$ cat config.mk
export PLATFORM = sky130hd
export DESIGN_NAME = eeprom_write_all_cmd
export DESIGN_NICKNAME = d
export VERILOG_FILES = /design/src/eeprom_write_all_cmd_pkg.sv /design/src/eeprom_write_all_cmd.sv
export SDC_FILE = /design/constraint.sdc
export NUM_CORES = 2
export LEC_CHECK = 0
export ABC_AREA = 1
export ABC_CLOCK_PERIOD_IN_PS = 6360
export BUFFER_PORTS_ARGS = -buffer_cell sky130_fd_sc_hd__buf_4
export CORE_UTILIZATION = 40
export DETAILED_ROUTE_END_ITERATION = 6
export SYNTH_ARGS = -nofsm -noshare
export SYNTH_HDL_FRONTEND = slang
export SYNTH_SLANG_ARGS = --single-unit
$ cat constraint.sdc
create_clock -name ref_clk -period 6.36 [get_ports ref_clk]
set_input_delay 0.636 -clock ref_clk [delete_from_list [all_inputs] [get_ports ref_clk]]
set_output_delay 0.636 -clock ref_clk [all_outputs]
set_load 0.1 [all_outputs]
$ cat src/eeprom_write_all_cmd_pkg.sv
// Constants and types for the write-all serial memory block
// Notes on behaviour
// - Select falling right after a full write-all frame starts the self-timed fill.
// - The self-timed cycle finishes on its own count, needing no serial clock.
// - During the cycle the host selects the part and samples data out for status.
// - Write-all needs no prior erase; each word is simply overwritten.
// - Select dropping in any other clock slot starts nothing and changes nothing.
// - Frame is start bit 1, opcode 00, address prefix 01, then 8 or 16 data bits.
// - Status poll drives data out low while busy and high once ready.
// - Programming is refused after reset or disable until the enable command.
package eeprom_write_all_cmd_pkg;

  // ----------------------------------------------------------------------
  // Frame layout
  // ----------------------------------------------------------------------
  localparam int          ADDR_W16      = 6;
  localparam int          ADDR_W8       = 7;
  localparam logic [1:0]  OP_SPECIAL    = 2'h0;
  localparam logic [1:0]  PFX_WRITE_ALL = 2'h1;
  localparam logic [1:0]  PFX_ENABLE    = 2'h3;
  localparam logic [1:0]  PFX_DISABLE   = 2'h0;
  localparam int          CNT_W         = 5;
  // Bits in header: start + opcode + address
  localparam logic [4:0]  HDR_BITS16    = 5'h09;
  localparam logic [4:0]  HDR_BITS8     = 5'h0A;
  localparam logic [4:0]  DATA_BITS16   = 5'h10;
  localparam logic [4:0]  DATA_BITS8    = 5'h08;

  // ----------------------------------------------------------------------
  // Memory shape
  // ----------------------------------------------------------------------
  localparam int          WORDS16       = 64;
  localparam logic [6:0]  LAST_ADDR16   = 7'h3F;
  localparam logic [6:0]  LAST_ADDR8    = 7'h7F;

  // ----------------------------------------------------------------------
  // Timing
  // ----------------------------------------------------------------------
  localparam int          CLK_HZ        = 20_000_000;
  localparam int          PROG_TIME_US  = 5;
  localparam int          PROG_CYCLES   = (PROG_TIME_US * (CLK_HZ / 1_000_000));
  localparam logic [15:0] PROG_CNT      = 16'(PROG_CYCLES);

  typedef enum logic [1:0] {
    ST_IDLE = 2'b00,
    ST_SHIFT = 2'b01,
    ST_ARMED = 2'b10,
    ST_BUSY = 2'b11
  } state_t;

  typedef struct packed {
    logic select;
    logic clk;
    logic data;
  } serial_in_t;

  typedef struct packed {
    logic data;
    logic oe;
  } serial_out_t;

endpackage : eeprom_write_all_cmd_pkg

$ cat src/eeprom_write_all_cmd.sv
// Write-all frame decoder, self-timed fill and ready/busy status
module eeprom_write_all_cmd
  import eeprom_write_all_cmd_pkg::*;
(
  input  wire logic        ref_clk,
  input  wire logic        sys_rst,
  input  wire serial_in_t  pins_in,
  input  wire logic        org_x16,
  output serial_out_t      pins_out,
  output logic             busy,
  output logic             write_enabled,
  input  wire logic [6:0]  rd_addr,
  output logic [15:0]      rd_data
);

  // ----------------------------------------------------------------------
  // Helpers
  // ----------------------------------------------------------------------
  // Opcode and prefix nibble just below the start bit of nbits held bits
  function automatic logic [3:0] op_field(
    logic [24:0] sr,
    logic [4:0]  nbits
  );
    logic [4:0] top;
    top = 5'(nbits - 5'h02);
    return sr[top -: 4];
  endfunction : op_field

  // ----------------------------------------------------------------------
  // Storage and state
  // ----------------------------------------------------------------------
  logic [15:0]      mem [0:WORDS16-1];
  state_t           state_r;
  state_t           state_nxt;
  logic             sk_d_r;
  logic             cs_d_r;
  logic [CNT_W-1:0] bit_cnt_r;
  logic [24:0]      shreg_r;
  logic             wen_r;
  logic [15:0]      timer_r;
  logic [6:0]       fill_addr_r;
  logic [15:0]      fill_data_r;
  logic             do_r;
  logic             oe_r;
  logic [15:0]      rd_data_r;

  // ----------------------------------------------------------------------
  // Pin edges
  // ----------------------------------------------------------------------
  // Delayed copies reset to the idle level, so no false edge after reset
  wire sk_rise = pins_in.clk & ~sk_d_r;
  wire cs_fall = ~pins_in.select & cs_d_r;
  wire cs_rise = pins_in.select & ~cs_d_r;

  // ----------------------------------------------------------------------
  // Organisation
  // ----------------------------------------------------------------------
  wire [4:0] hdr_bits   = org_x16 ? HDR_BITS16 : HDR_BITS8;
  wire [4:0] data_bits  = org_x16 ? DATA_BITS16 : DATA_BITS8;
  wire [4:0] frame_bits = 5'(hdr_bits + data_bits);
  wire [4:0] last_bit   = 5'(frame_bits - 5'h01);
  wire [6:0] last_addr  = org_x16 ? LAST_ADDR16 : LAST_ADDR8;

  // ----------------------------------------------------------------------
  // Frame decode
  // ----------------------------------------------------------------------
  // Header checked at the rise after its last bit
  wire [3:0]  hdr_ms  = op_field(shreg_r, hdr_bits);
  wire        hdr_ok  = (bit_cnt_r == hdr_bits);
  wire        is_en   = hdr_ok && (hdr_ms == {OP_SPECIAL, PFX_ENABLE});
  wire        is_dis  = hdr_ok && (hdr_ms == {OP_SPECIAL, PFX_DISABLE});
  wire [3:0]  fr_ms   = op_field(shreg_r, frame_bits);
  wire        is_write_all_cmd = (fr_ms == {OP_SPECIAL, PFX_WRITE_ALL});
  wire [15:0] fr_data = org_x16 ? shreg_r[15:0] : {8'h00, shreg_r[7:0]};

  // ----------------------------------------------------------------------
  // Strobes
  // ----------------------------------------------------------------------
  wire shift_en   = (state_r == ST_SHIFT) && sk_rise;
  wire start_fill = (state_r == ST_ARMED) && (state_nxt == ST_BUSY);
  wire in_busy    = (state_r == ST_BUSY);
  wire word_due   = in_busy && (timer_r == 16'h0000);
  wire more_words = (fill_addr_r != last_addr);
  wire fill_done  = word_due && !more_words;

  // ----------------------------------------------------------------------
  // Frame sequencer
  // ----------------------------------------------------------------------
  always_comb begin
    state_nxt = state_r;
    unique case (state_r)
      ST_IDLE: begin
        if (pins_in.select && sk_rise && pins_in.data) begin
          state_nxt = ST_SHIFT;
        end
      end
      ST_SHIFT: begin
        if (!pins_in.select) begin
          state_nxt = ST_IDLE;
        end else if (sk_rise && bit_cnt_r == last_bit) begin
          state_nxt = ST_ARMED;
        end
      end
      ST_ARMED: begin
        // Only this slot counts; a further clock edge voids the frame
        if (cs_fall && is_write_all_cmd && wen_r) begin
          state_nxt = ST_BUSY;
        end else if (cs_fall || sk_rise) begin
          state_nxt = ST_IDLE;
        end
      end
      ST_BUSY: begin
        // Frames are not decoded until the fill is over
        if (fill_done) begin
          state_nxt = ST_IDLE;
        end
      end
    endcase
  end

  // ----------------------------------------------------------------------
  // State and pin history
  // ----------------------------------------------------------------------
  always_ff @(posedge ref_clk) begin
    if (sys_rst) begin
      state_r <= ST_IDLE;
      sk_d_r  <= 1'b0;
      cs_d_r  <= 1'b0;
    end else begin
      state_r <= state_nxt;
      sk_d_r  <= pins_in.clk;
      cs_d_r  <= pins_in.select;
    end
  end

  // ----------------------------------------------------------------------
  // Instruction shifter
  // ----------------------------------------------------------------------
  // Start bit preloaded, so the register holds the whole frame
  always_ff @(posedge ref_clk) begin
    if (sys_rst || state_r == ST_IDLE) begin
      bit_cnt_r <= 5'h01;
      shreg_r   <= 25'h0000001;
    end else if (shift_en) begin
      bit_cnt_r <= 5'(bit_cnt_r + 5'h01);
      shreg_r   <= {shreg_r[23:0], pins_in.data};
    end
  end

  // ----------------------------------------------------------------------
  // Write enable latch
  // ----------------------------------------------------------------------
  always_ff @(posedge ref_clk) begin
    if (sys_rst) begin
      wen_r <= 1'b0;
    end else if (shift_en && is_en) begin
      wen_r <= 1'b1;
    end else if (shift_en && is_dis) begin
      wen_r <= 1'b0;
    end
  end

  // ----------------------------------------------------------------------
  // Self-timed fill
  // ----------------------------------------------------------------------
  // Each word gets its own programming time
  always_ff @(posedge ref_clk) begin
    if (sys_rst) begin
      timer_r <= 16'h0000;
    end else if (start_fill) begin
      timer_r <= PROG_CNT;
    end else if (in_busy && timer_r != 16'h0000) begin
      timer_r <= timer_r - 16'h0001;
    end else if (word_due && more_words) begin
      timer_r <= PROG_CNT;
    end
  end

  always_ff @(posedge ref_clk) begin
    if (sys_rst) begin
      fill_addr_r <= 7'h00;
      fill_data_r <= 16'h0000;
    end else if (start_fill) begin
      fill_addr_r <= 7'h00;
      fill_data_r <= fr_data;
    end else if (word_due && more_words) begin
      fill_addr_r <= fill_addr_r + 7'h01;
    end
  end

  // ----------------------------------------------------------------------
  // Memory array
  // ----------------------------------------------------------------------
  // Direct overwrite of each word, no erase pass
  wire [5:0] fill_row = org_x16 ? fill_addr_r[5:0] : fill_addr_r[6:1];
  wire       fill_hi  = fill_addr_r[0];

  always_ff @(posedge ref_clk) begin
    if (word_due) begin
      if (org_x16) begin
        mem[fill_row] <= fill_data_r;
      end else if (fill_hi) begin
        mem[fill_row][15:8] <= fill_data_r[7:0];
      end else begin
        mem[fill_row][7:0] <= fill_data_r[7:0];
      end
    end
  end

  // ----------------------------------------------------------------------
  // Backdoor read
  // ----------------------------------------------------------------------
  wire [5:0]  rd_row  = org_x16 ? rd_addr[5:0] : rd_addr[6:1];
  wire [15:0] rd_word = mem[rd_row];
  wire [7:0]  rd_byte = rd_addr[0] ? rd_word[15:8] : rd_word[7:0];
  wire [15:0] rd_sel  = org_x16 ? rd_word : {8'h00, rd_byte};

  always_ff @(posedge ref_clk) begin
    if (sys_rst) begin
      rd_data_r <= 16'h0000;
    end else begin
      rd_data_r <= rd_sel;
    end
  end

  // ----------------------------------------------------------------------
  // Ready/busy status
  // ----------------------------------------------------------------------
  // Driver released by deselect, or by a dummy one once ready
  always_ff @(posedge ref_clk) begin
    if (sys_rst) begin
      oe_r <= 1'b0;
    end else if (!pins_in.select) begin
      oe_r <= 1'b0;
    end else if (cs_rise && state_r != ST_SHIFT) begin
      oe_r <= 1'b1;
    end else if (sk_rise && pins_in.data && !in_busy) begin
      oe_r <= 1'b0;
    end
  end

  // Follows the next state, so status lines up with busy
  always_ff @(posedge ref_clk) begin
    if (sys_rst) begin
      do_r <= 1'b1;
    end else begin
      do_r <= (state_nxt != ST_BUSY);
    end
  end

  // ----------------------------------------------------------------------
  // Outputs
  // ----------------------------------------------------------------------
  assign pins_out.data = do_r;
  assign pins_out.oe   = oe_r;
  assign busy          = in_busy;
  assign write_enabled = wen_r;
  assign rd_data       = rd_data_r;

endmodule : eeprom_write_all_cmd

### Word-level counts from Yosys, hierarchy flattened

Memory sizes are Yosys's and may differ from the RTL's.
Cells that the tools add are included.

| word-level totals | value |
|---|---|
| flip-flop bits (word level) | 92 |
| bits in writable memories | 1024 |
| bits of input ports | 13 |
| word-level logic and storage cells | 112 |
| memories kept | 1 |

| cells by class | value |
|---|---|
| $add $sub $neg | 7 |
| eq/ne operators | 11 |
| shifts and indexed selects | 2 |
| mux-type cells | 35 |
| bitwise logic cells | 9 |
| reduce and logical (&&, ||, !) cells | 33 |

Memories:

| name | depth | width | read ports | clocked after memory_dff | write ports | line | text |
|---|---|---|---|---|---|---|---|
| mem | 64 | 16 | 1 | 0 | 1 | eeprom_write_all_cmd.sv:32 | `logic [15:0] mem [0:WORDS16-1];` |

Operator list:

| cell | count |
|---|---|
| $shiftx A28 B6 Y4 | 2 |
| $mux W16 | 3 |
| $mux W8 | 4 |
| $logic_and A1 B1 Y1 | 18 |
| $logic_not A16 Y1 | 1 |
| $reduce_bool A16 Y1 | 1 |
| $sub A16 B1 Y16 const B | 1 |
| $mux W1 | 15 |
| $mux W2 | 7 |
| $mux W7 | 2 |
| $mux W6 | 2 |
| $pmux W2 S4 | 1 |
| $add A7 B1 Y7 const B | 1 |
| $ne A7 B7 Y1 | 1 |
| $eq A2 B2 Y1 const B | 3 |
| $reduce_bool A2 Y1 | 3 |
| $reduce_or A2 Y1 | 3 |
| $add A4 B5 Y5 | 1 |
| $add A5 B1 Y5 const B | 1 |
| $eq A5 B4 Y1 | 1 |
| $eq A5 B5 Y1 | 1 |
| $mux W5 | 1 |
| $sub A4 B2 Y5 const B | 1 |
| $sub A5 B1 Y5 const B | 1 |
| other kinds (14) | 22 |

### Depth between registers and ports, before layout

| depth | value |
|---|---|
| depth in word-level cells | 12 |
| mapped depth | 17 |
| mapped depth without buffers | 13 |

### Least setup slack after synthesis

OpenSTA, ideal clock, no wires.

| timing | value |
|---|---|
| path kind | register -> register |
| start | register state_r[0] |
| end | memory mem[16][10] (enable) |
| arrival | 2277 ps |
| required time | 5990 ps |
| path slack | 3713 ps |
| stages on the path, launching flop included | 8 |
| path buffers | 1 |
| period minus slack after synthesis | 2647 ps |
| path through | dfxtp_1 > nand2_1 > inv_1 > nand3_1 > inv_1 > o21ai_1 > clkbuf_1 > nor2_1 |

| between the ends | value |
|---|---|
| word-level cells in the longest chain between the ends | 5 |
| elaborated cells on any way between the ends | 7 |
| classes of those cells | eq/ne: 1; mux: 4; bitwise: 1; reduce/logical: 1 |

RTL lines:

| item | line | text |
|---|---|---|
| start, declared | eeprom_write_all_cmd.sv:33 | `state_t state_r;` |
| start signal, assigned | eeprom_write_all_cmd.sv:130 | `state_r <= state_nxt;` |
| $eq A2 B2 Y1 (*) | eeprom_write_all_cmd.sv:81 | `wire in_busy = (state_r == ST_BUSY);` |
| net busy | eeprom_write_all_cmd.sv:10 | `output logic busy,` |
| $logic_and A1 B1 Y1 (*) | eeprom_write_all_cmd.sv:82 | `wire word_due = in_busy && (timer_r == 16'h0000);` |
| $mux W1 | eeprom_write_all_cmd.sv:199 | `if (word_due) begin` |
| $mux W1 (on tied branches) | eeprom_write_all_cmd.sv:201, eeprom_write_all_cmd.sv:203 |  |
| $or A1 B1 Y1 (no line) (*) | n/a |  |
| end, declared | eeprom_write_all_cmd.sv:32 |  |

Mark *: on every way through the listed nets, which the timed path passes. The rest lies on a longest branch.

### Final worst setup path

| timing | value |
|---|---|
| start | input org_x16 |
| end | memory mem[61][0] (enable) |

| between the ends | value |
|---|---|
| word-level cells in the longest chain between the ends | 4 |
| elaborated cells on any way between the ends | 8 |
| classes of those cells | mux: 7; bitwise: 1 |

RTL lines:

| item | line | text |
|---|---|---|
| start, declared | eeprom_write_all_cmd.sv:8 | `input wire logic org_x16,` |
| $mux W1 | eeprom_write_all_cmd.sv:200 | `if (org_x16) begin` |
| $mux W1 | eeprom_write_all_cmd.sv:199 |  |
| $mux W1 (on tied branches) | eeprom_write_all_cmd.sv:201, eeprom_write_all_cmd.sv:205 |  |
| $or A1 B1 Y1 (no line) | n/a |  |

Several ways; a longest one is shown, not always the timed one.

==> flow_summary.yaml <==
outcome:
  status: "complete, no violations"
clock_network:
  cts_tree: "yes"
  h-tree-depth: 3
  path_clk_slew_ns: 0.06
  numClockSinks: 1115
  cts_setup_buffers: 0
  cts_resized: 0
  cts.hold.buffers_added: 0
  cts_root_buf: "clkbuf_16"
  cts_buffer_depth: 3
  clkLatencyLatePin_ns: 0.74
  cts_made_buffers: 117
worst_hold_path:
  worst_hold_path.num_cells: 3
  worstHoldEndpoint: "sk_d_r"
  hp-class: "primary input to flop"
  hold_start: "pins_in[1]"
global_route:
  antenna_found_initial: 2
  gr-usage-all-layers: 0.217
  grt_overflow_total: 0
  grt_max_degree: 182
  grt_pass1_vias: 32100
  grt_pass1_wl_mm: 206
timing:
  finalMaxSlewViolations: 0
  slew-limit-headroom: 0.174
  rsz0062_at_grt: "false"
  fin_crit_sh: 0.566
  setup_tns_ns: 0
  worst_clock_skew_ns: 0.0593
  fmax_ghz: 0.278
  finalSetupViolCount: 0
  tightest_slew_ns: 1.23
  whs_ns: 0.162
  finalHoldViolCount: 0
  fin_crit_ns: 3.60
drt:
  ant_nets: 0
  vias_per_cell: 5.15
  detail_route.first_pass.iterations: 6
  vias: 34100
  wire_per_inst_um: 20.6
  wirelength_mm: 137
  drtIter0Drc: 3797
  drc: 0
pwr:
  powerDensity_nw_per_um2: 290
  irDropWorstVdd_mv: 0.276
  leakagePower_uw: 0.0217
die:
  num_io_pins: 33
  die_w_um: 353
  dieArea_um2: 125000
  core-area_um2: 122000
  initial_core_util: 0.404
  fp-row-count: 128
  die_height_um: 353
cells_and_area:
  areaGrowthSynthToFinish_pct: 10.4
  final_nets: 4913
  multi_input_area_um2: 12100
  fill_cells: 11500
  final_area_um2: 54400
  final_common_cell: "nand2_1"
  regArea_um2: 32600
  utilization: 0.446
  final_cell_mix: "1316 x nand2_1, 1024 x edfxtp_1, 978 x nand3_1, 845 x inv_1, 206 x nor2_1"
  antenna_cells: 0
  drive_above_1_share: 0.0620
setup_path:
  r2r-start: "fill_addr_r[0]"
  critPathKind: "primary input to flop"
  worstPathMaxFanout: 35
  worst_ep_required_time_ns: 6.70
  cp-end-kind: "flop"
  reg2reg_depth: 7
  worstSetupStartpointType: "primary input"
  critPathLaunch: "org_x16"
  worst_r2r_endpoint: "mem[48][11]"
  arrival_ns: 3.94
  r2r_setup_slack_ns: 2.92
placed_design:
  place_area_um2: 50700
  dp_hpwl_mm: 80.9
  gp_congestion: 0.893
  io_buffers: 32
synthesis:
  yosysSeqAreaShare: 0.661
  yosys_warnings: 0
  synth_top_cell_area_share: 0.624
  syn_inst: 4943
  synthArstFlopShare: 0
  synthFlopType: "edfxtp_1"
  synth-edff-count: 1024
  syn-num-nets: 4960
  synth.distinct_cells: 43
  syn_area_um2: 49300
  yosys.area.top_type: "edfxtp_1"
  ys_top_cells_by_area: "edfxtp_1 62%, nand2_1 10%, nand3_1 9.9%"
  synth_seq_cells: 1115
  syn_area_per_cell_um2: 9.97
job:
  cap_violations: 0
where the power goes:
| group | total, µW | switching (µW) | internal (µW) | leakage, µW |
|---|---|---|---|---|
| clock network | 6650 | 2930 | 3720 | 0.00181 |
| logic | 1200 | 901 | 301 | 0.00733 |
| registers | 7910 | 17.2 | 7890 | 0.0126 |
routing by layer:
layer	wire, µm	track usage
met5	17	0
met4	3370	0.0632
met3	11600	0.0345
met2	61000	0.330
met1	60600	0.319
flip-flops by register name (all words and copies together) (netlist names):
name           count
bit_cnt_r          5
cs_d_r             1
do_r               1
fill_addr_r        7
fill_data_r       16
mem             1024
oe_r               1
rd_data           16
shreg_r           24
sk_d_r             1
state_r            2
timer_r           16
write_enabled      1
synth_stat cells (2+ instances only):
master	number
nand2_4	2
o21ai_0	45
buf_4	47
nand3_1	978
nor2_2	8
buf_2	131
ha_1	4
nand4_1	9
o211ai_1	17
o22ai_1	2
inv_2	3
a31oi_1	3
nor3_1	7
a21oi_1	52
xor2_1	6
buf_1	7
nor2_1	207
o21ai_1	12
nor4_1	5
nand2_2	3
clkbuf_1	44
dfxtp_1	91
nand3b_1	10
buf_6	29
a21oi_2	2
a211oi_1	3
or2_2	7
mux2_2	8
clkinv_1	2
inv_1	847
edfxtp_1	1024
nand2_1	1317
logic make-up (layout without fill, tap and decap cells):
kind of cell             Yosys count  after routing  synth area share
flip-flops                      1115           1115             0.661
AO/OA/AOI/OAI                    144            144            0.0167
multiplexers                       8              8           0.00183
AND/OR/NAND/NOR                 2555           2555             0.223
buffers and inverters           1111           1168            0.0961
adder cells (fa/ha/maj)            4              4           0.00102
XOR/XNOR                           6              6           0.00107
per-stage QoR:
step           total power, µW  setup WS, ns  cells
3_3_place_gp              9250          2.11   6402
6_report                 15800          2.76   6625
2_1_floorplan             8870          3.71   4943
4_1_cts                  15800          2.83   6625
3_5_place_dp              9250          2.06   6402
5_1_grt                  16200          2.59   6625
critical path, stage by stage:
cell	delay, ns
buf_4	0.39
inv_2	0.28
or2_2	0.34
o21ai_0	0.15
nand2_1	0.14
nor2_1	0.71
nand2_1	0.40
nor2_1	0.86
final cells by class:
class / instances / area share
clock buffer: 161 / 0.0585
clock inverter: 62 / 0.00956
multi-input combinational: 2717 / 0.222
tap: 1625 / 0.0373
sequential: 1115 / 0.599
inverter: 852 / 0.0588
timing repair buffer: 93 / 0.0156
worst max path at each step:
stage,to,cells after the start
2_1_floorplan,mem[16][10],7
3_3_place_gp,rd_data[6],14
3_5_place_dp,rd_data[6],14
4_1_cts,rd_data[6],14
5_1_grt,rd_data[0],15
6_report,mem[61][0],8
No activity file was read; power rests on OpenSTA's default activity.
